**src/include/cpu_stack_pkg.sv**
```systemverilog
// shared constants and types for the cpu register and stack core
package cpu_stack_pkg;

  // register byte offsets on the apb bus
  localparam logic [7:0] OFF_ACCUMULATOR  = 8'h00;
  localparam logic [7:0] OFF_INDEX_X      = 8'h04;
  localparam logic [7:0] OFF_INDEX_Y      = 8'h08;
  localparam logic [7:0] OFF_STACK_PTR    = 8'h0c;
  localparam logic [7:0] OFF_PROG_COUNTER = 8'h10;
  localparam logic [7:0] OFF_BASE_ADDRESS = 8'h14;
  localparam logic [7:0] OFF_COMMAND      = 8'h18;
  localparam logic [7:0] OFF_INT_STATUS   = 8'h1c;
  localparam logic [7:0] OFF_INT_CLEAR    = 8'h20;
  localparam logic [7:0] OFF_INT_ENABLE   = 8'h24;
  localparam logic [7:0] OFF_MODE_STATUS  = 8'h28;

  // command register fields
  localparam int CMD_OP_LSB    = 0;
  localparam int CMD_IDX_BIT   = 3;
  localparam int CMD_DATA_LSB  = 8;

  // interrupt status bit positions
  localparam int INT_W         = 7;
  localparam int INT_NMI       = 0;
  localparam int INT_EDGE_LSB  = 1;
  localparam int INT_DONE      = 5;
  localparam int INT_RANGE     = 6;

  // synchronised pin vector layout
  localparam int PIN_W         = 8;
  localparam int PIN_INIT      = 0;
  localparam int PIN_XIN       = 1;
  localparam int PIN_XOUT_TIED = 2;
  localparam int PIN_NMI       = 3;
  localparam int PIN_EDGE_LSB  = 4;
  localparam logic [7:0] PIN_IDLE = 8'hc9;

  // reset values and counts
  localparam logic [3:0]  INIT_HOLD_TICKS = 4'h8;
  localparam logic [5:0]  STACK_PAGE_HI   = 6'h00;
  localparam logic [7:0]  STACK_LOW_LIMIT = 8'h40;
  localparam logic [INT_W-1:0] INT_RESET  = 7'h00;
  localparam logic [13:0] BASE_RESET      = 14'h0000;

  typedef enum logic [2:0] {
    op_push      = 3'b000,
    op_pull      = 3'b001,
    op_call      = 3'b010,
    op_return    = 3'b011,
    op_break     = 3'b100,
    op_nmi       = 3'b101,
    op_load_idx  = 3'b110,
    op_store_idx = 3'b111
  } op_t;

  typedef enum logic [1:0] {
    st_idle = 2'b00,
    st_addr = 2'b01,
    st_data = 2'b10
  } bus_state_t;

endpackage

```
**src/core/cpu_register_stack_core.sv**
```systemverilog
// register set, stack sequencer, clock divider and interrupt edges of the cpu core
`timescale 1ns/1ps
module cpu_register_stack_core
  import cpu_stack_pkg::*;
#(
  parameter logic [15:0] RESET_VECTOR = 16'h3ffa,
  parameter logic [15:0] NMI_VECTOR   = 16'h3ff7,
  parameter logic [15:0] BREAK_VECTOR = 16'h3ffd
) (
  input  wire logic        pclk,
  input  wire logic        presetn,
  input  wire logic        psel,
  input  wire logic        penable,
  input  wire logic        pwrite,
  input  wire logic [7:0]  paddr,
  input  wire logic [31:0] pwdata,
  output logic             pready,
  output logic [31:0]      prdata,
  output logic             pslverr,
  input  wire logic        init_request_n,
  input  wire logic        crystal_in,
  input  wire logic        crystal_out_tied,
  input  wire logic        nmi_n,
  input  wire logic [3:0]  edge_in,
  output logic             phi2,
  output logic             irq,
  output logic [3:0]       addr_low,
  output logic [1:0]       addr_high,
  output logic             read_write,
  output logic             ems,
  input  wire logic [7:0]  shared_addr_data_in,
  output logic [7:0]       shared_addr_data_out,
  output logic             shared_addr_data_oe_n
);

  logic [7:0]       accumulator;
  logic [7:0]       index_x;
  logic [7:0]       index_y;
  logic [7:0]       stack_pointer;
  logic [15:0]      program_counter;
  logic [13:0]      base_address;
  logic [INT_W-1:0] int_status;
  logic [INT_W-1:0] int_enable;

  logic [PIN_W-1:0] sync1;
  logic [PIN_W-1:0] sync2;
  logic [PIN_W-1:0] sync3;
  logic [PIN_W-1:0] pin_lvl;
  logic [PIN_W-1:0] pin_prev;
  logic [PIN_W-1:0] next_lvl;

  logic [3:0]  init_count;
  logic        nmi_pending;
  logic        busy;
  logic        step;
  logic        idx_sel;
  logic [7:0]  push_data;
  op_t         op;
  bus_state_t  state;

  // three-stage pin synchroniser, a change counts once stages two and three agree
  always_ff @(posedge pclk or negedge presetn) begin
    if (!presetn) begin
      sync1    <= PIN_IDLE;
      sync2    <= PIN_IDLE;
      sync3    <= PIN_IDLE;
      pin_lvl  <= PIN_IDLE;
      pin_prev <= PIN_IDLE;
    end else begin
      sync1    <= {edge_in, nmi_n, crystal_out_tied, crystal_in, init_request_n};
      sync2    <= sync1;
      sync3    <= sync2;
      pin_lvl  <= next_lvl;
      pin_prev <= pin_lvl;
    end
  end

  // holding the old level on disagreement rejects one-cycle glitches
  genvar g;
  generate
    for (g = 0; g < PIN_W; g++) begin : g_filter
      assign next_lvl[g] = (sync2[g] == sync3[g]) ? sync2[g] : pin_lvl[g];
    end
  endgenerate

  // clock mode and internal tick
  // tied mode follows the filtered input, so phi2 lags the pin by a few pclk
  wire div_by_one = pin_lvl[PIN_XOUT_TIED];
  wire xin_rise   = pin_lvl[PIN_XIN] & ~pin_prev[PIN_XIN];
  wire next_phi2  = div_by_one ? pin_lvl[PIN_XIN] : (xin_rise ? ~phi2 : phi2);
  wire tick       = next_phi2 & ~phi2;

  // edge events
  wire       nmi_fall = ~pin_lvl[PIN_NMI] & pin_prev[PIN_NMI];
  wire [3:0] edge_now  = pin_lvl[PIN_EDGE_LSB +: 4];
  wire [3:0] edge_last = pin_prev[PIN_EDGE_LSB +: 4];
  wire [3:0] edge_evt  = {edge_last[3:2] & ~edge_now[3:2],
                          edge_now[1:0] & ~edge_last[1:0]};

  // init pin honoured only after a sustained low level
  wire init_active = (init_count == INIT_HOLD_TICKS);
  wire [3:0] next_init_count = pin_lvl[PIN_INIT] ? 4'h0 :
                               (tick & ~init_active) ? init_count + 4'h1 : init_count;

  // apb decode
  wire sel_acc   = (paddr == OFF_ACCUMULATOR);
  wire sel_x     = (paddr == OFF_INDEX_X);
  wire sel_y     = (paddr == OFF_INDEX_Y);
  wire sel_sp    = (paddr == OFF_STACK_PTR);
  wire sel_pc    = (paddr == OFF_PROG_COUNTER);
  wire sel_base  = (paddr == OFF_BASE_ADDRESS);
  wire sel_cmd   = (paddr == OFF_COMMAND);
  wire sel_stat  = (paddr == OFF_INT_STATUS);
  wire sel_clr   = (paddr == OFF_INT_CLEAR);
  wire sel_en    = (paddr == OFF_INT_ENABLE);
  wire sel_mode  = (paddr == OFF_MODE_STATUS);
  wire sel_core  = sel_acc | sel_x | sel_y | sel_sp | sel_pc | sel_base | sel_cmd;
  wire mapped    = sel_core | sel_stat | sel_clr | sel_en | sel_mode;
  wire setup     = psel & ~penable;
  // core registers belong to the sequencer while it runs
  // a refused write still ends with pready, pslverr alone reports it
  wire refuse    = ~mapped | (pwrite & sel_core & (busy | nmi_pending));
  wire wr_ok     = psel & penable & pready & pwrite & ~pslverr;

  wire [31:0] read_word =
    sel_acc  ? {24'h000000, accumulator} :
    sel_x    ? {24'h000000, index_x} :
    sel_y    ? {24'h000000, index_y} :
    sel_sp   ? {24'h000000, stack_pointer} :
    sel_pc   ? {16'h0000, program_counter} :
    sel_base ? {18'h00000, base_address} :
    sel_cmd  ? {24'h000000, busy, step, state, idx_sel, op} :
    sel_stat ? {25'h0000000, int_status} :
    sel_en   ? {25'h0000000, int_enable} :
    sel_mode ? {30'h00000000, init_active, div_by_one} :
    32'h00000000;

  // sequencer decode
  wire cmd_start = wr_ok & sel_cmd;
  wire nmi_start = ~busy & nmi_pending & ~init_active;
  wire is_pull   = (op == op_pull) | (op == op_return);
  wire is_load   = (op == op_load_idx);
  wire is_stack  = ~is_load & (op != op_store_idx);
  wire two_byte  = (op == op_call) | (op == op_return) | (op == op_break) | (op == op_nmi);
  wire is_read   = is_pull | is_load;
  wire last_step = ~two_byte | step;

  // no carry out of the low byte, the stack never leaves its page
  wire [7:0] sp_up     = stack_pointer + 8'h01;
  wire [7:0] sp_down   = stack_pointer - 8'h01;
  wire [7:0] sp_access = is_pull ? sp_up : stack_pointer;
  wire [7:0] index_val = idx_sel ? index_y : index_x;
  wire [13:0] eff_addr = base_address + {6'h00, index_val};
  wire [13:0] acc_addr = is_stack ? {STACK_PAGE_HI, sp_access} : eff_addr;

  wire [7:0] pc_byte = step ? program_counter[7:0] : program_counter[15:8];
  wire [7:0] wdata   = (op == op_push)      ? push_data :
                       (op == op_store_idx) ? accumulator : pc_byte;
  wire [15:0] jump_target = (op == op_nmi)   ? NMI_VECTOR :
                            (op == op_break) ? BREAK_VECTOR : {2'b00, base_address};

  // accesses start on a tick so every bus phase lasts one internal cycle
  wire issue    = (state == st_idle) & busy & tick & ~init_active;
  wire finish   = (state == st_data) & tick;
  wire op_done  = finish & last_step;
  // an access below the stack floor is only flagged, it still runs
  wire range_ev = issue & is_stack & (sp_access < STACK_LOW_LIMIT);

  wire [INT_W-1:0] int_events = {range_ev, op_done, edge_evt, nmi_fall};
  wire [INT_W-1:0] int_clear  = (wr_ok & sel_clr) ? pwdata[INT_W-1:0] : INT_RESET;
  // set wins over a clear in the same cycle
  wire [INT_W-1:0] next_status = (int_status & ~int_clear) | int_events;

  // apb slave, zero wait states
  always_ff @(posedge pclk or negedge presetn) begin
    if (!presetn) begin
      pready  <= 1'b0;
      pslverr <= 1'b0;
      prdata  <= 32'h00000000;
    end else begin
      pready  <= setup;
      pslverr <= setup & refuse;
      if (setup) begin
        prdata <= read_word;
      end
    end
  end

  // clock output and init counter
  always_ff @(posedge pclk or negedge presetn) begin
    if (!presetn) begin
      phi2       <= 1'b0;
      init_count <= 4'h0;
    end else begin
      phi2       <= next_phi2;
      init_count <= next_init_count;
    end
  end

  // interrupt state
  always_ff @(posedge pclk or negedge presetn) begin
    if (!presetn) begin
      int_status  <= INT_RESET;
      int_enable  <= INT_RESET;
      irq         <= 1'b0;
      nmi_pending <= 1'b0;
    end else begin
      int_status  <= next_status;
      irq         <= |(next_status & int_enable);
      nmi_pending <= nmi_fall | (nmi_pending & ~nmi_start);
      if (wr_ok & sel_en) begin
        int_enable <= pwdata[INT_W-1:0];
      end
    end
  end

  // command sequencer
  always_ff @(posedge pclk or negedge presetn) begin
    if (!presetn) begin
      busy      <= 1'b0;
      step      <= 1'b0;
      op        <= op_push;
      idx_sel   <= 1'b0;
      push_data <= 8'h00;
      state     <= st_idle;
    end else if (init_active) begin
      busy  <= 1'b0;
      step  <= 1'b0;
      state <= st_idle;
    end else begin
      if (cmd_start) begin
        busy      <= 1'b1;
        step      <= 1'b0;
        op        <= op_t'(pwdata[CMD_OP_LSB +: 3]);
        idx_sel   <= pwdata[CMD_IDX_BIT];
        push_data <= pwdata[CMD_DATA_LSB +: 8];
      end else if (nmi_start) begin
        busy <= 1'b1;
        step <= 1'b0;
        op   <= op_nmi;
      end
      case (state)
        st_idle: begin
          if (issue) begin
            state <= st_addr;
          end
        end
        st_addr: begin
          if (tick) begin
            state <= st_data;
          end
        end
        st_data: begin
          if (finish) begin
            state <= st_idle;
            step  <= 1'b1;
            if (last_step) begin
              busy <= 1'b0;
              step <= 1'b0;
            end
          end
        end
        default: begin
          state <= st_idle;
        end
      endcase
    end
  end

  // stack pointer has no reset value, software must load it
  always_ff @(posedge pclk) begin
    if (wr_ok & sel_sp) begin
      stack_pointer <= pwdata[7:0];
    end else if (issue & is_pull) begin
      stack_pointer <= sp_up;
    end else if (finish & is_stack & ~is_pull) begin
      stack_pointer <= sp_down;
    end
  end

  // data registers, software writes land even while init holds the counter
  always_ff @(posedge pclk or negedge presetn) begin
    if (!presetn) begin
      accumulator <= 8'h00;
    end else if (wr_ok & sel_acc) begin
      accumulator <= pwdata[7:0];
    end else if (finish & (op == op_pull | is_load)) begin
      // read pins taken unsynchronised, the memory shares pclk
      accumulator <= shared_addr_data_in;
    end
  end

  always_ff @(posedge pclk or negedge presetn) begin
    if (!presetn) begin
      index_x      <= 8'h00;
      index_y      <= 8'h00;
      base_address <= BASE_RESET;
    end else begin
      if (wr_ok & sel_x) begin
        index_x <= pwdata[7:0];
      end
      if (wr_ok & sel_y) begin
        index_y <= pwdata[7:0];
      end
      if (wr_ok & sel_base) begin
        base_address <= pwdata[13:0];
      end
    end
  end

  // program counter held at the reset vector while init is honoured
  always_ff @(posedge pclk or negedge presetn) begin
    if (!presetn) begin
      program_counter <= RESET_VECTOR;
    end else if (init_active) begin
      program_counter <= RESET_VECTOR;
    end else if (wr_ok & sel_pc) begin
      program_counter <= pwdata[15:0];
    end else if (finish & (op == op_return)) begin
      // return restores the counter as pulled, with no increment
      if (step) begin
        program_counter[15:8] <= shared_addr_data_in;
      end else begin
        program_counter[7:0] <= shared_addr_data_in;
      end
    end else if (op_done & two_byte & ~is_pull) begin
      program_counter <= jump_target;
    end
  end

  // multiplexed external bus: address phase, then data phase
  always_ff @(posedge pclk or negedge presetn) begin
    if (!presetn) begin
      addr_low              <= 4'h0;
      addr_high             <= 2'b00;
      read_write            <= 1'b1;
      ems                   <= 1'b0;
      shared_addr_data_out  <= 8'h00;
      shared_addr_data_oe_n <= 1'b1;
    end else if (init_active | finish) begin
      ems                   <= 1'b0;
      read_write            <= 1'b1;
      shared_addr_data_oe_n <= 1'b1;
    end else if (issue) begin
      addr_low              <= acc_addr[3:0];
      addr_high             <= acc_addr[13:12];
      shared_addr_data_out  <= acc_addr[11:4];
      shared_addr_data_oe_n <= 1'b0;
      read_write            <= is_read;
      ems                   <= 1'b1;
    end else if ((state == st_addr) & tick) begin
      shared_addr_data_out  <= wdata;
      // release the shared pins so memory can drive read data
      shared_addr_data_oe_n <= is_read;
    end
  end

endmodule

```
**config.mk**
```make
export PLATFORM = sky130hd
export DESIGN_NAME = cpu_register_stack_core
export DESIGN_NICKNAME = d
export VERILOG_FILES = /design/src/include/cpu_stack_pkg.sv /design/src/core/cpu_register_stack_core.sv
export SDC_FILE = /design/constraint.sdc
export NUM_CORES = 1
export LEC_CHECK = 0
export ABC_AREA = 1
export BUFFER_PORTS_ARGS = -buffer_cell sky130_fd_sc_hd__buf_4
export CORE_MARGIN = 2
export CORE_UTILIZATION = 63
export DETAILED_ROUTE_END_ITERATION = 7
export GPL_TIMING_DRIVEN = 0
export PLACE_DENSITY = 0.86
export SLEW_MARGIN = 25
export SYNTH_ARGS = -nofsm -noshare
export SYNTH_HDL_FRONTEND = slang
export SYNTH_SLANG_ARGS = --single-unit
```
**constraint.sdc**
```tcl
create_clock -name pclk -period 3.4 [get_ports pclk]
set_input_delay 0.68 -clock pclk [delete_from_list [all_inputs] [get_ports pclk]]
set_output_delay 0.68 -clock pclk [all_outputs]
set_load 0.01 [all_outputs]
```
After elaboration in Yosys (flattened, before gate mapping) --
Index checks and enable logic that the tools add are counted.
Storage, ports and cells: register bits after elaboration 190, bits of input ports 61, logic and storage cells 242
Cells by class: $add $sub $neg 4, magnitude comparators 1, equal/unequal tests 34, mux-type cells 62, bitwise operators 82, reduce and logical (&&, ||, !) cells 19
Operators by type and width (number):
- $mux W16 | 9
- $mux W8 | 15
- $mux W14 | 4
- $and A1 B1 Y1 | 40
- $eq A8 B5 Y1 const B | 4
- $eq A8 B6 Y1 const B | 3
- $mux W1 | 21
- $mux W7 | 3
- $or A1 B1 Y1 | 21
- $eq A8 B4 Y1 const B | 2
- $add A14 B8 Y14 | 1
- $and A7 B7 Y7 | 2
- $not A1 Y1 | 13
- $eq A3 B3 Y1 const B | 4
- $ne A3 B3 Y1 const B | 4
- $reduce_and A2 Y1 | 6
- $mux W2 | 5
- $reduce_bool A2 Y1 | 5
- $add A8 B1 Y8 const B | 1
- $eq A1 B1 Y1 | 8
- $eq A8 B3 Y1 const B | 1
- $logic_not A8 Y1 | 1
- $lt A8 B7 Y1 const B | 1
- $mux W4 | 2
- 20 further kinds | 26

Longest topological paths before layout --
Gate-level depths: netlist of the first run.
depth after elaboration 14, gate-level depth with buffers 18

Least setup slack after synthesis of the first run --
OpenSTA, ideal clock, no wires.
path kind reg-to-reg, start point register idx_sel, end point register addr_high[0], data arrival time 2078 ps, data required time 3284 ps, path slack 1206 ps, cell stages (with the launch flop) 14, path buffers 1, path through dfrtp_1 -> inv_1 -> clkbuf_1 -> o21ai_0 -> ha_1 -> inv_1 -> o21ai_0 -> a21oi_1 -> nand2_1 -> nand3_1 -> o21ai_0 -> nand2_1 -> nand2_1 -> nand2_1
Between the ends: cells in the longest elaborated chain, start to end 3
Ends and longest elaborated chain:
- start: declaration | line cpu_register_stack_core.sv:56 | logic idx_sel;
- start signal: assignment | line cpu_register_stack_core.sv:235 | idx_sel <= pwdata[CMD_IDX_BIT];
- $mux W8 | line cpu_register_stack_core.sv:152 | wire [7:0] index_val = idx_sel ? index_y : index_x;
- $add A14 B8 Y14 | line cpu_register_stack_core.sv:153 | wire [13:0] eff_addr = base_address + {6'h00, index_val};
- $mux W14 | line cpu_register_stack_core.sv:154 | wire [13:0] acc_addr = is_stack ? {STACK_PAGE_HI, sp_access} : eff_addr;
- end signal: assignment | line cpu_register_stack_core.sv:346 | addr_high <= acc_addr[13:12];
- end: declaration | line cpu_register_stack_core.sv:28 | output logic [1:0] addr_high,
Every way passes these cells. A chain may end at the register's enable or synchronous reset.

Worst setup path after layout of the first run --
Same ends and word-level chain as after synthesis.

==> impl_metrics.tcl, run 1 <==
set metrics [dict create \
    status "finished, final reports clean" \
    synthFlopType "dfrtp_1" \
    netlist_instances 1197 \
    drt-wirelength-per-cell_um 18.4 \
    clock-root-buffer "clkbuf_16" \
    die_width_um 125 \
    gp_congestion 1.00 \
    top_layer "met4" \
    antenna_found_initial 0 \
    n_antenna_cell 0 \
    rr_worst_depth 13 \
    dp_hpwl_mm 20.8 \
    grt_max_degree 86 \
    start_util_pct 64.0 \
    async_reset_ff_share_pct 95.3 \
    fin_crit_sh_pct 85.0 \
    port_buffers 81 \
    synth_seq_cells 172 \
    wl_mm 27.8 \
    avgSynthCellArea_um2 7.74 \
    ir_worst_vdd_v 0.000408 \
    globalRoute.totalOverflow 0 \
    cts_max_path_buffers 2 \
    fmax_mhz 346 \
    fin_setup_tns_ns 0 \
    cts_sinks 172 \
    worstMarginPinSlew_ns 0.831 \
    skew_ns 0.0110 \
    wl_met3_mm 2.68 \
    floorplan.rows 44 \
    drive_above_1_share_pct 15.4 \
    fillCellCount 1152 \
    clock_latency_ns 0.44 \
    regArea_um2 4390 \
    cts_tree "built" \
    maxCapViolCount 0 \
    rsz0062_at_grt "false" \
    multi_input_area_um2 4150 \
    first_iter_violations 1036 \
    reg2reg_setup_slack_ns 0.51 \
    grt_pass1_vias 8134 \
    fin_util_pct 74.4 \
    relSlewSlack_pct 44.3 \
    cts_made_buffers 17 \
    yosysSeqAreaShare_pct 47.3 \
    period_minus_slack_ns 2.89 \
    first_pass_iters 6 \
    crit_type "flip-flop to flip-flop" \
    synth_cell_types 47 \
    yosysWarnings 0 \
    final_antenna_net_count 0 \
    htree_levels 4 \
    viasPerCell 5.84 \
    chipHeight_um 125 \
    crit_fanout 10 \
    required_ns 3.73 \
    ios 114 \
    p_per_area_nw_per_um2 513 \
    critPathLaunch "idx_sel" \
    hold_buffers 0 \
    leakagePower_nw 5.35 \
    area_delta_synth_final_pct 16.2 \
    critPathArrivalTime_ns 3.22 \
    layout.nets 1388 \
    vias 8812 \
    syn-cell-area_um2 9270 \
    placed_area_um2 10200 \
    drv_slew 0 \
    cts_resized 0 \
    core_area_um2 14500 \
    r2r_end "addr_high[0]" \
    worstSetupStartpointType "flip-flop" \
    die-area_um2 15700 \
    r2r_start "idx_sel" \
    grt_usage_pct 35.6 \
    hold_viol 0 \
    setup_viol 0 \
    drc 0 \
    clk_pin_slew_ns 0.06 \
    endpoint_kind "flip-flop" \
    cts_setup_buffers 0 \
    fin_area_um2 10800 \
    m1WireLength_mm 10.9 \
    hp-class "input port to asynchronous set/reset pin" \
    grt_pass1_wl_mm 43.1 \
    wl_met2_mm 12.9 \
    synth_edf_count 8 \
]
[per-stage QoR]
step / total power, mW / worst slack [ns] / hold WS, ns / std cells
3_3_place_gp: 3.62 / 0.633 / 0.332 / 1477
6_report: 5.52 / 0.511 / 0.203 / 1510
4_1_cts: 5.50 / 0.579 / 0.237 / 1510
3_5_place_dp: 3.66 / 0.607 / 0.335 / 1478
2_1_floorplan: 3.15 / 1.21 / 0.331 / 1212
5_1_grt: 5.74 / 0.230 / 0.267 / 1510
[cell usage in the layout (no fill, tap or decap), types with 4 or more instances in the layout]
| cell | count |
|---|---|
| inv_1 | 136 |
| clkbuf_1 | 19 |
| conb_1 | 16 |
| dfrtp_1 | 131 |
| nand2_2 | 7 |
| nor2_4 | 9 |
| clkbuf_16 | 17 |
| a211oi_1 | 4 |
| o221ai_1 | 4 |
| nand4_1 | 12 |
| clkinv_1 | 5 |
| nor3_1 | 15 |
| ha_1 | 13 |
| a31oi_1 | 4 |
| o21ai_1 | 4 |
| xor2_1 | 9 |
| o211ai_1 | 18 |
| edfxtp_1 | 8 |
| maj3_1 | 8 |
| a21oi_1 | 51 |
| dfstp_2 | 33 |
| nor2_1 | 102 |
| nor2_2 | 5 |
| o21ai_0 | 127 |
| nand3_1 | 77 |
| buf_2 | 7 |
| o22ai_1 | 7 |
| nand2_1 | 340 |
| clkinv_4 | 4 |
| buf_4 | 99 |
[per-layer routing]
metal | global-route usage (%) | vias up
met5 | 0 | -
met4 | 16.4 | 0
met3 | 5.82 | 103
met2 | 55.6 | 492
met1 | 49.3 | 4119
li1 | - | 4098
[worst max path at each step]
stage / to / slack [ns] / cells after the start
floorplan: addr_high[0] / 1.21 / 13
global placement: stack_pointer[3] / 0.63 / 10
detailed placement: addr_high[0] / 0.61 / 13
CTS: addr_high[0] / 0.58 / 13
global route: addr_high[0] / 0.23 / 13
finish: addr_high[0] / 0.51 / 13
[sequential cells by signal, indices dropped and copies added (netlist names), 3 cells and up]
| register | count |
|---|---|
| sync2 | 8 |
| init_count | 4 |
| sync1 | 8 |
| sync3 | 8 |
| index_x | 8 |
| base_address | 14 |
| program_counter | 16 |
| push_data | 8 |
| int_enable | 7 |
| stack_pointer | 8 |
| accumulator | 8 |
| pin_lvl | 8 |
| prdata | 16 |
| op | 3 |
| int_status | 7 |
| index_y | 8 |
| shared_addr_data_out | 8 |
| addr_low | 4 |
| pin_prev | 6 |
[worst max-delay path: stages (launching register included)]
cell and delay, ns:
dfrtp_1 0.46, inv_1 0.14, clkbuf_1 0.34, o21ai_0 0.30
ha_1 0.45, inv_1 0.05, o21ai_0 0.29, a21oi_1 0.17
nand2_1 0.11, nand3_1 0.11, o21ai_0 0.16, nand2_1 0.06
nand2_1 0.06, nand2_1 0.05
[cells by family (layout without fill, tap and decap cells)]
group | count (synthesis) | count (layout) | synth area share, %
DFF | 172 | 172 | 47.3
adders and majority gates | 22 | 22 | 2.84
other | 1 | 16 | 0.0405
and+or+nand+nor | 576 | 576 | 26.6
buffers and inverters | 187 | 301 | 8.53
xor gates and xnor gates | 10 | 10 | 0.945
AOI/OAI and AO/OA | 229 | 229 | 13.7
[synth_stat cells (2+ instances only)]
| cell type | count | area (µm²) |
|---|---|---|
| o221ai_1 | 4 | 35.0 |
| a211oi_1 | 4 | 30.0 |
| buf_4 | 19 | 143 |
| o21bai_1 | 2 | 15.0 |
| ha_1 | 13 | 163 |
| o211ai_1 | 18 | 135 |
| nor3_1 | 15 | 75.1 |
| o21ai_0 | 127 | 636 |
| a31oi_1 | 4 | 25.0 |
| inv_1 | 136 | 510 |
| nand3b_1 | 2 | 15.0 |
| nand3_2 | 2 | 20.0 |
| a21oi_1 | 51 | 255 |
| maj3_1 | 8 | 80.1 |
| inv_2 | 2 | 7.51 |
| dfstp_2 | 33 | 867 |
| edfxtp_1 | 8 | 240 |
| xor2_1 | 9 | 78.8 |
| nand3_1 | 77 | 385 |
| nor2_1 | 102 | 383 |
| nor2_2 | 5 | 31.3 |
| nand4_1 | 12 | 75.1 |
| a22oi_1 | 2 | 15.0 |
| o22ai_1 | 7 | 43.8 |
| clkbuf_1 | 16 | 60.1 |
| buf_2 | 7 | 35.0 |
| nor2_4 | 9 | 101 |
| o21ai_1 | 4 | 20.0 |
| nand2_1 | 340 | 1280 |
| nand2_4 | 2 | 22.5 |
| dfrtp_1 | 131 | 3280 |
| nand2_2 | 7 | 43.8 |
| clkinv_1 | 5 | 18.8 |
[cell type report]
| class | count | area share, % |
|---|---|---|
| inverters | 144 | 5.03 |
| well taps | 184 | 2.14 |
| clock inverters | 11 | 1.06 |
| flip-flops and latches | 172 | 40.7 |
| plain buffers | 43 | 2.31 |
| repair buffers | 82 | 5.97 |
| multi-input cells | 853 | 38.6 |
| clock buffers | 21 | 4.18 |
[power breakdown]
group          leakage (nW)  internal, mW  total [mW]  switching, mW
sequential             2.09          2.36        2.53          0.171
combinational          3.00         0.426        1.13          0.704
clock                 0.266          1.04        1.86          0.827
total                  5.35          3.82        5.52           1.70
Power figures use the tool's default switching activity.
==> inputs of run 2 (changes only) <==
--- a/config.mk
+++ b/config.mk
@@ -8,10 +8,10 @@
 export ABC_AREA = 1
 export BUFFER_PORTS_ARGS = -buffer_cell sky130_fd_sc_hd__buf_4
 export CORE_MARGIN = 2
-export CORE_UTILIZATION = 63
+export CORE_UTILIZATION = 53
 export DETAILED_ROUTE_END_ITERATION = 7
 export GPL_TIMING_DRIVEN = 0
-export PLACE_DENSITY = 0.86
+export PLACE_DENSITY = 0.77
 export SLEW_MARGIN = 25
 export SYNTH_ARGS = -nofsm -noshare
 export SYNTH_HDL_FRONTEND = slang
==> constraint.sdc (replaced) <==
create_clock -name pclk -period 2.5 [get_ports pclk]
set_input_delay 0.5 -clock pclk [delete_from_list [all_inputs] [get_ports pclk]]
set_output_delay 0.5 -clock pclk [all_outputs]
set_load 0.01 [all_outputs]
==> impl_metrics.tcl, run 2 (same netlist as run 1, synthesis figures left out) <==
set metrics [dict create \
    status "finished, final reports clean" \
    wl_mm 28.0 \
    fillCellCount 1574 \
    fin_crit_sh_pct 97.3 \
    mostFrequentLayoutCells "nand2_1, inv_1, dfrtp_1" \
    setup_viol 0 \
    grt_max_degree 86 \
    n_antenna_cell 0 \
    ios 114 \
    die_width_um 136 \
    grt_pass1_vias 7977 \
    fin_util_pct 63.6 \
    drc 0 \
    fmax_mhz 411 \
    clk_pin_slew_ns 0.08 \
    rsz0062_at_grt "false" \
    cts_max_path_buffers 2 \
    multi_input_area_um2 4170 \
    layout_commonest_cell "nand2_1" \
    core_area_um2 17200 \
    endpoint_kind "flip-flop" \
    viasPerCell 5.61 \
    clock_latency_ns 0.44 \
    skew_ns 0.00905 \
    grt_usage_pct 31.1 \
    worstSetupStartpointType "flip-flop" \
    first_pass_iters 6 \
    cts_sinks 172 \
    drt-wirelength-per-cell_um 18.0 \
    grt_pass1_wl_mm 43.0 \
    regArea_um2 4390 \
    ir_worst_vdd_v 0.000516 \
    first_iter_violations 904 \
    dp_hpwl_mm 20.7 \
    p_per_area_nw_per_um2 709 \
    hold_buffers 0 \
    drv_slew 0 \
    layout.nets 1391 \
    port_buffers 81 \
    maxCapViolCount 0 \
    chipHeight_um 136 \
    relSlewSlack_pct 53.5 \
    worstMarginPinSlew_ns 0.692 \
    period_minus_slack_ns 2.43 \
    drive_above_1_share_pct 16.0 \
    crit_type "flip-flop to flip-flop" \
    hold_slack_ns 0.0163 \
    clock-root-buffer "clkbuf_16" \
    cts_tree "built" \
    required_ns 2.67 \
    htree_levels 4 \
    die-area_um2 18600 \
    globalRoute.totalOverflow 0 \
    floorplan.rows 48 \
    start_util_pct 54.0 \
    area_delta_synth_final_pct 17.9 \
    reg_top3 "prdata: 16 flops, program_counter: 16 flops, base_address: 14 flops" \
    crit_fanout 10 \
    vias 8717 \
    cts_made_buffers 17 \
    hold_viol 0 \
    final_antenna_net_count 0 \
    leakagePower_nw 5.40 \
    critPathArrivalTime_ns 2.60 \
    antenna_found_initial 0 \
    gp_congestion 0.972 \
    hp-class "input port to asynchronous set/reset pin" \
]
## run 2: what timing repair did
action                                 4_1_cts  5_1_grt
buffers inserted                             2        2
resized for setup                            1        5
setup endpoints to repair                   14       12
pin swaps                                    1        0
endpoints found under the hold margin        0        0
## run 2: worst max-delay path: stages, from the launching register on
cell      delay (ns)
dfrtp_1         0.35
inv_1           0.09
ha_1            0.21
nand3_1         0.25
nand2_1         0.18
nor2_4          0.22
inv_1           0.19
buf_2           0.26
o211ai_1        0.26
o21ai_0         0.15
## run 2: final cells by class
type                       count  area share, %
sequential                   172           40.2
multi-input combinational    853           38.2
timing repair buffer          86           6.16
inverter                     144           4.98
clock buffer                  19           4.25
tap                          225           2.58
buffer                        42           2.24
clock inverter                13           1.47
## run 2: per-stage QoR
step | cell area, µm² | std cells | worst slack [ns] | TNS, ns | total power [mW]
finish | 10900 | 1554 | 0.0683 | 0 | 7.74
global route | 10900 | 1554 | 0.000241 | 0 | 8.09
CTS | 10900 | 1552 | 0.0239 | 0 | 7.75
detailed placement | 10300 | 1519 | -0.279 | -0.751 | 4.98
global placement | 10200 | 1518 | -0.267 | -1.42 | 4.93
floorplan | 9320 | 1212 | 0.306 | 0 | 4.29
## run 2: per-layer routing
layer / track usage, % / part of all wire (%) / wire length (µm)
met4: 14.6 / 4.1 / 1140
met2: 48.6 / 46 / 12900
met1: 42.3 / 41 / 11500
met5: 0 / 0 / 0
met3: 5.26 / 8.6 / 2420
## run 2: path summary, 6_finish.rpt
kind | start | end | slack (ns) | depth (start not counted)
max in group asynchronous | presetn | read_write | 1.62 | 2
max | init_count[0] | stack_pointer[2] | 0.07 | 9
max reg2reg | init_count[0] | stack_pointer[2] | 0.07 | 9
min in group pclk | nmi_n | sync1[3] | 0.16 | 1
min | presetn | sync1[4] | 0.02 | 1
min reg2reg | sync1[5] | sync2[5] | 0.35 | 0
## run 2: power breakdown
part	total [mW]	switching [mW]	internal (mW)
clock network	2.76	1.32	1.44
logic	1.55	0.957	0.596
registers	3.43	0.229	3.20
total	7.74	2.51	5.24
==> inputs of run 3 (changes only) <==
--- a/config.mk
+++ b/config.mk
@@ -8,10 +8,10 @@
 export ABC_AREA = 1
 export BUFFER_PORTS_ARGS = -buffer_cell sky130_fd_sc_hd__buf_4
 export CORE_MARGIN = 2
-export CORE_UTILIZATION = 53
+export CORE_UTILIZATION = 44
 export DETAILED_ROUTE_END_ITERATION = 7
 export GPL_TIMING_DRIVEN = 0
-export PLACE_DENSITY = 0.77
+export PLACE_DENSITY = 0.66
 export SLEW_MARGIN = 25
 export SYNTH_ARGS = -nofsm -noshare
 export SYNTH_HDL_FRONTEND = slang
==> impl_metrics.tcl, run 3 (same netlist as run 1, synthesis figures left out) <==
set metrics [dict create \
    fin_area_um2 11000 \
    p_int_mw 5.25 \
    floorplan.rows 53 \
    skew_ns 0.0125 \
    cts_max_path_buffers 2 \
    maxCapViolCount 0 \
    ir_worst_vdd_v 0.000484 \
    n_antenna_cell 0 \
    rsz0062_at_grt "false" \
    area_delta_synth_final_pct 18.5 \
    drc 0 \
    multi_input_area_um2 4160 \
    placed_area_um2 10300 \
    cts_tree "built" \
    cp_slowest_cell "dfrtp_1" \
    leakagePower_nw 5.41 \
    critPathArrivalTime_ns 2.49 \
    first_iter_violations 810 \
    crit_family "simple AND/OR/NAND/NOR gates" \
    clock-root-buffer "clkbuf_16" \
    required_ns 2.67 \
    worstMarginPinSlew_ns 0.824 \
    cts_sinks 172 \
    clock_latency_ns 0.44 \
    hold_viol 0 \
    cts_made_buffers 17 \
    dp_hpwl_mm 21.4 \
    reg2reg_setup_slack_ns 0.17 \
    mostFrequentLayoutCells "nand2_1, inv_1, dfrtp_1" \
    drv_slew 0 \
    p_per_area_nw_per_um2 703 \
    antenna_found_initial 0 \
    hold_buffers 0 \
    combinationalPowerShare_pct 20.0 \
    layout_commonest_cell "nand2_1" \
    first_pass_iters 6 \
    fin_crit_sh_pct 93.0 \
    start_util_pct 44.5 \
    power_mw 7.72 \
    core_area_um2 20800 \
    die-area_um2 22200 \
    grt_usage_pct 26.1 \
    crit_path_cell_trace "inv_1 > ha_1 > nand3_1 > nand2_1 > nor2_4 > inv_1 > buf_2 > o211ai_1 > o21ai_0" \
    grt_pass1_vias 7899 \
    vias 8462 \
    hp-class "input port to asynchronous set/reset pin" \
    drt-wirelength-per-cell_um 17.6 \
    gp_congestion 0.955 \
    endpoint_kind "flip-flop" \
    setup_viol 0 \
    p_seq_share_pct 44.4 \
    crit_top_cell "inv_1" \
    htree_levels 4 \
    port_buffers 81 \
    globalRoute.totalOverflow 0 \
    ios 114 \
    layout.nets 1392 \
    reg_top3 "prdata: 16 flops, program_counter: 16 flops, base_address: 14 flops" \
    grt_pass1_wl_mm 44.1 \
    viasPerCell 5.27 \
    crit_fanout 10 \
    drive_above_1_share_pct 16.3 \
    switching_share_pct 32.0 \
    regArea_um2 4390 \
    die_width_um 149 \
    fmax_mhz 430 \
    grt_max_degree 93 \
    switchingPower_mw 2.47 \
    status "finished, final reports clean" \
    path_buf_inv 3 \
    crit_type "flip-flop to flip-flop" \
    worstSetupStartpointType "flip-flop" \
    fillCellCount 2042 \
    wl_mm 28.2 \
    period_minus_slack_ns 2.33 \
    relSlewSlack_pct 44.7 \
    clkPwrFrac_pct 35.6 \
    chipHeight_um 149 \
    clk_pin_slew_ns 0.07 \
    critPathMaxStageDelay_ns 0.35 \
    final_antenna_net_count 0 \
]
-- run 3: metal layers --
| metal | GRT usage (%) | up-vias | part of all wire (%) |
|---|---|---|---|
| li1 | - | 4108 | - |
| met1 | 35.9 | 3954 | 43 |
| met2 | 41.7 | 335 | 46 |
| met3 | 3.61 | 65 | 6.7 |
| met4 | 10.8 | 0 | 3.9 |
| met5 | 0 | - | 0 |
-- run 3: layout make-up --
type	count	area share, %
buffer	42	2.23
clock buffer	20	4.35
clock inverter	12	1.30
inverter	144	4.95
multi-input combinational	853	37.9
sequential	172	39.9
tap	275	3.13
timing repair buffer	87	6.20
-- run 3: repair_timing --
action                                  4_1_cts  5_1_grt
resized for setup                             2        6
cloned                                        0        0
endpoints found under the setup margin        7       13
buffers inserted                              0        5
pin swaps                                     0        1
-- run 3: per-stage QoR --
step | TNS, ns | std cells | setup WS (ns) | hold WS [ns] | util, %
global route | 0 | 1605 | 0.0162 | 0.0767 | 52.8
detailed placement | -0.944 | 1569 | -0.368 | 0.337 | 49.5
finish | 0 | 1605 | 0.174 | 0.0265 | 52.8
CTS | 0 | 1600 | 0.0104 | 0.0438 | 52.5
floorplan | 0 | 1212 | 0.306 | 0.204 | -
global placement | -1.79 | 1568 | -0.349 | 0.332 | 49.4
-- run 3: path summary, 6_finish.rpt --
path / start / endpoint / depth (start not counted)
setup / recovery: init_count[0] / stack_pointer[2] / 9
max in group asynchronous: presetn / sync1[6] / 2
setup reg to reg: init_count[0] / stack_pointer[2] / 9
hold / removal: presetn / addr_high[0] / 1
min in group pclk: edge_in[3] / sync1[7] / 1
hold reg to reg: sync1[4] / sync2[4] / 0
-- run 3: power by group through the flow --
| stage | Combinational (mW) | Clock [mW] | Sequential [mW] |
|---|---|---|---|
| 5_1_grt | 1.71 | 2.90 | 3.46 |
| 6_report | 1.54 | 2.75 | 3.43 |
| 3_5_place_dp | 1.51 | 0 | 3.48 |
| 4_1_cts | 1.51 | 2.79 | 3.43 |
| 2_1_floorplan | 0.819 | 0 | 3.47 |
| 3_3_place_gp | 1.49 | 0 | 3.47 |
-- run 3: worst reg2reg max path: cells and delay by family, from the launching register on --
| family | cells | cell delay, ns |
|---|---|---|
| compound gates | 2 | 0.34 |
| simple gates | 3 | 0.61 |
| flops | 1 | 0.35 |
| fa+ha+maj | 1 | 0.19 |
| buf+inv | 3 | 0.57 |
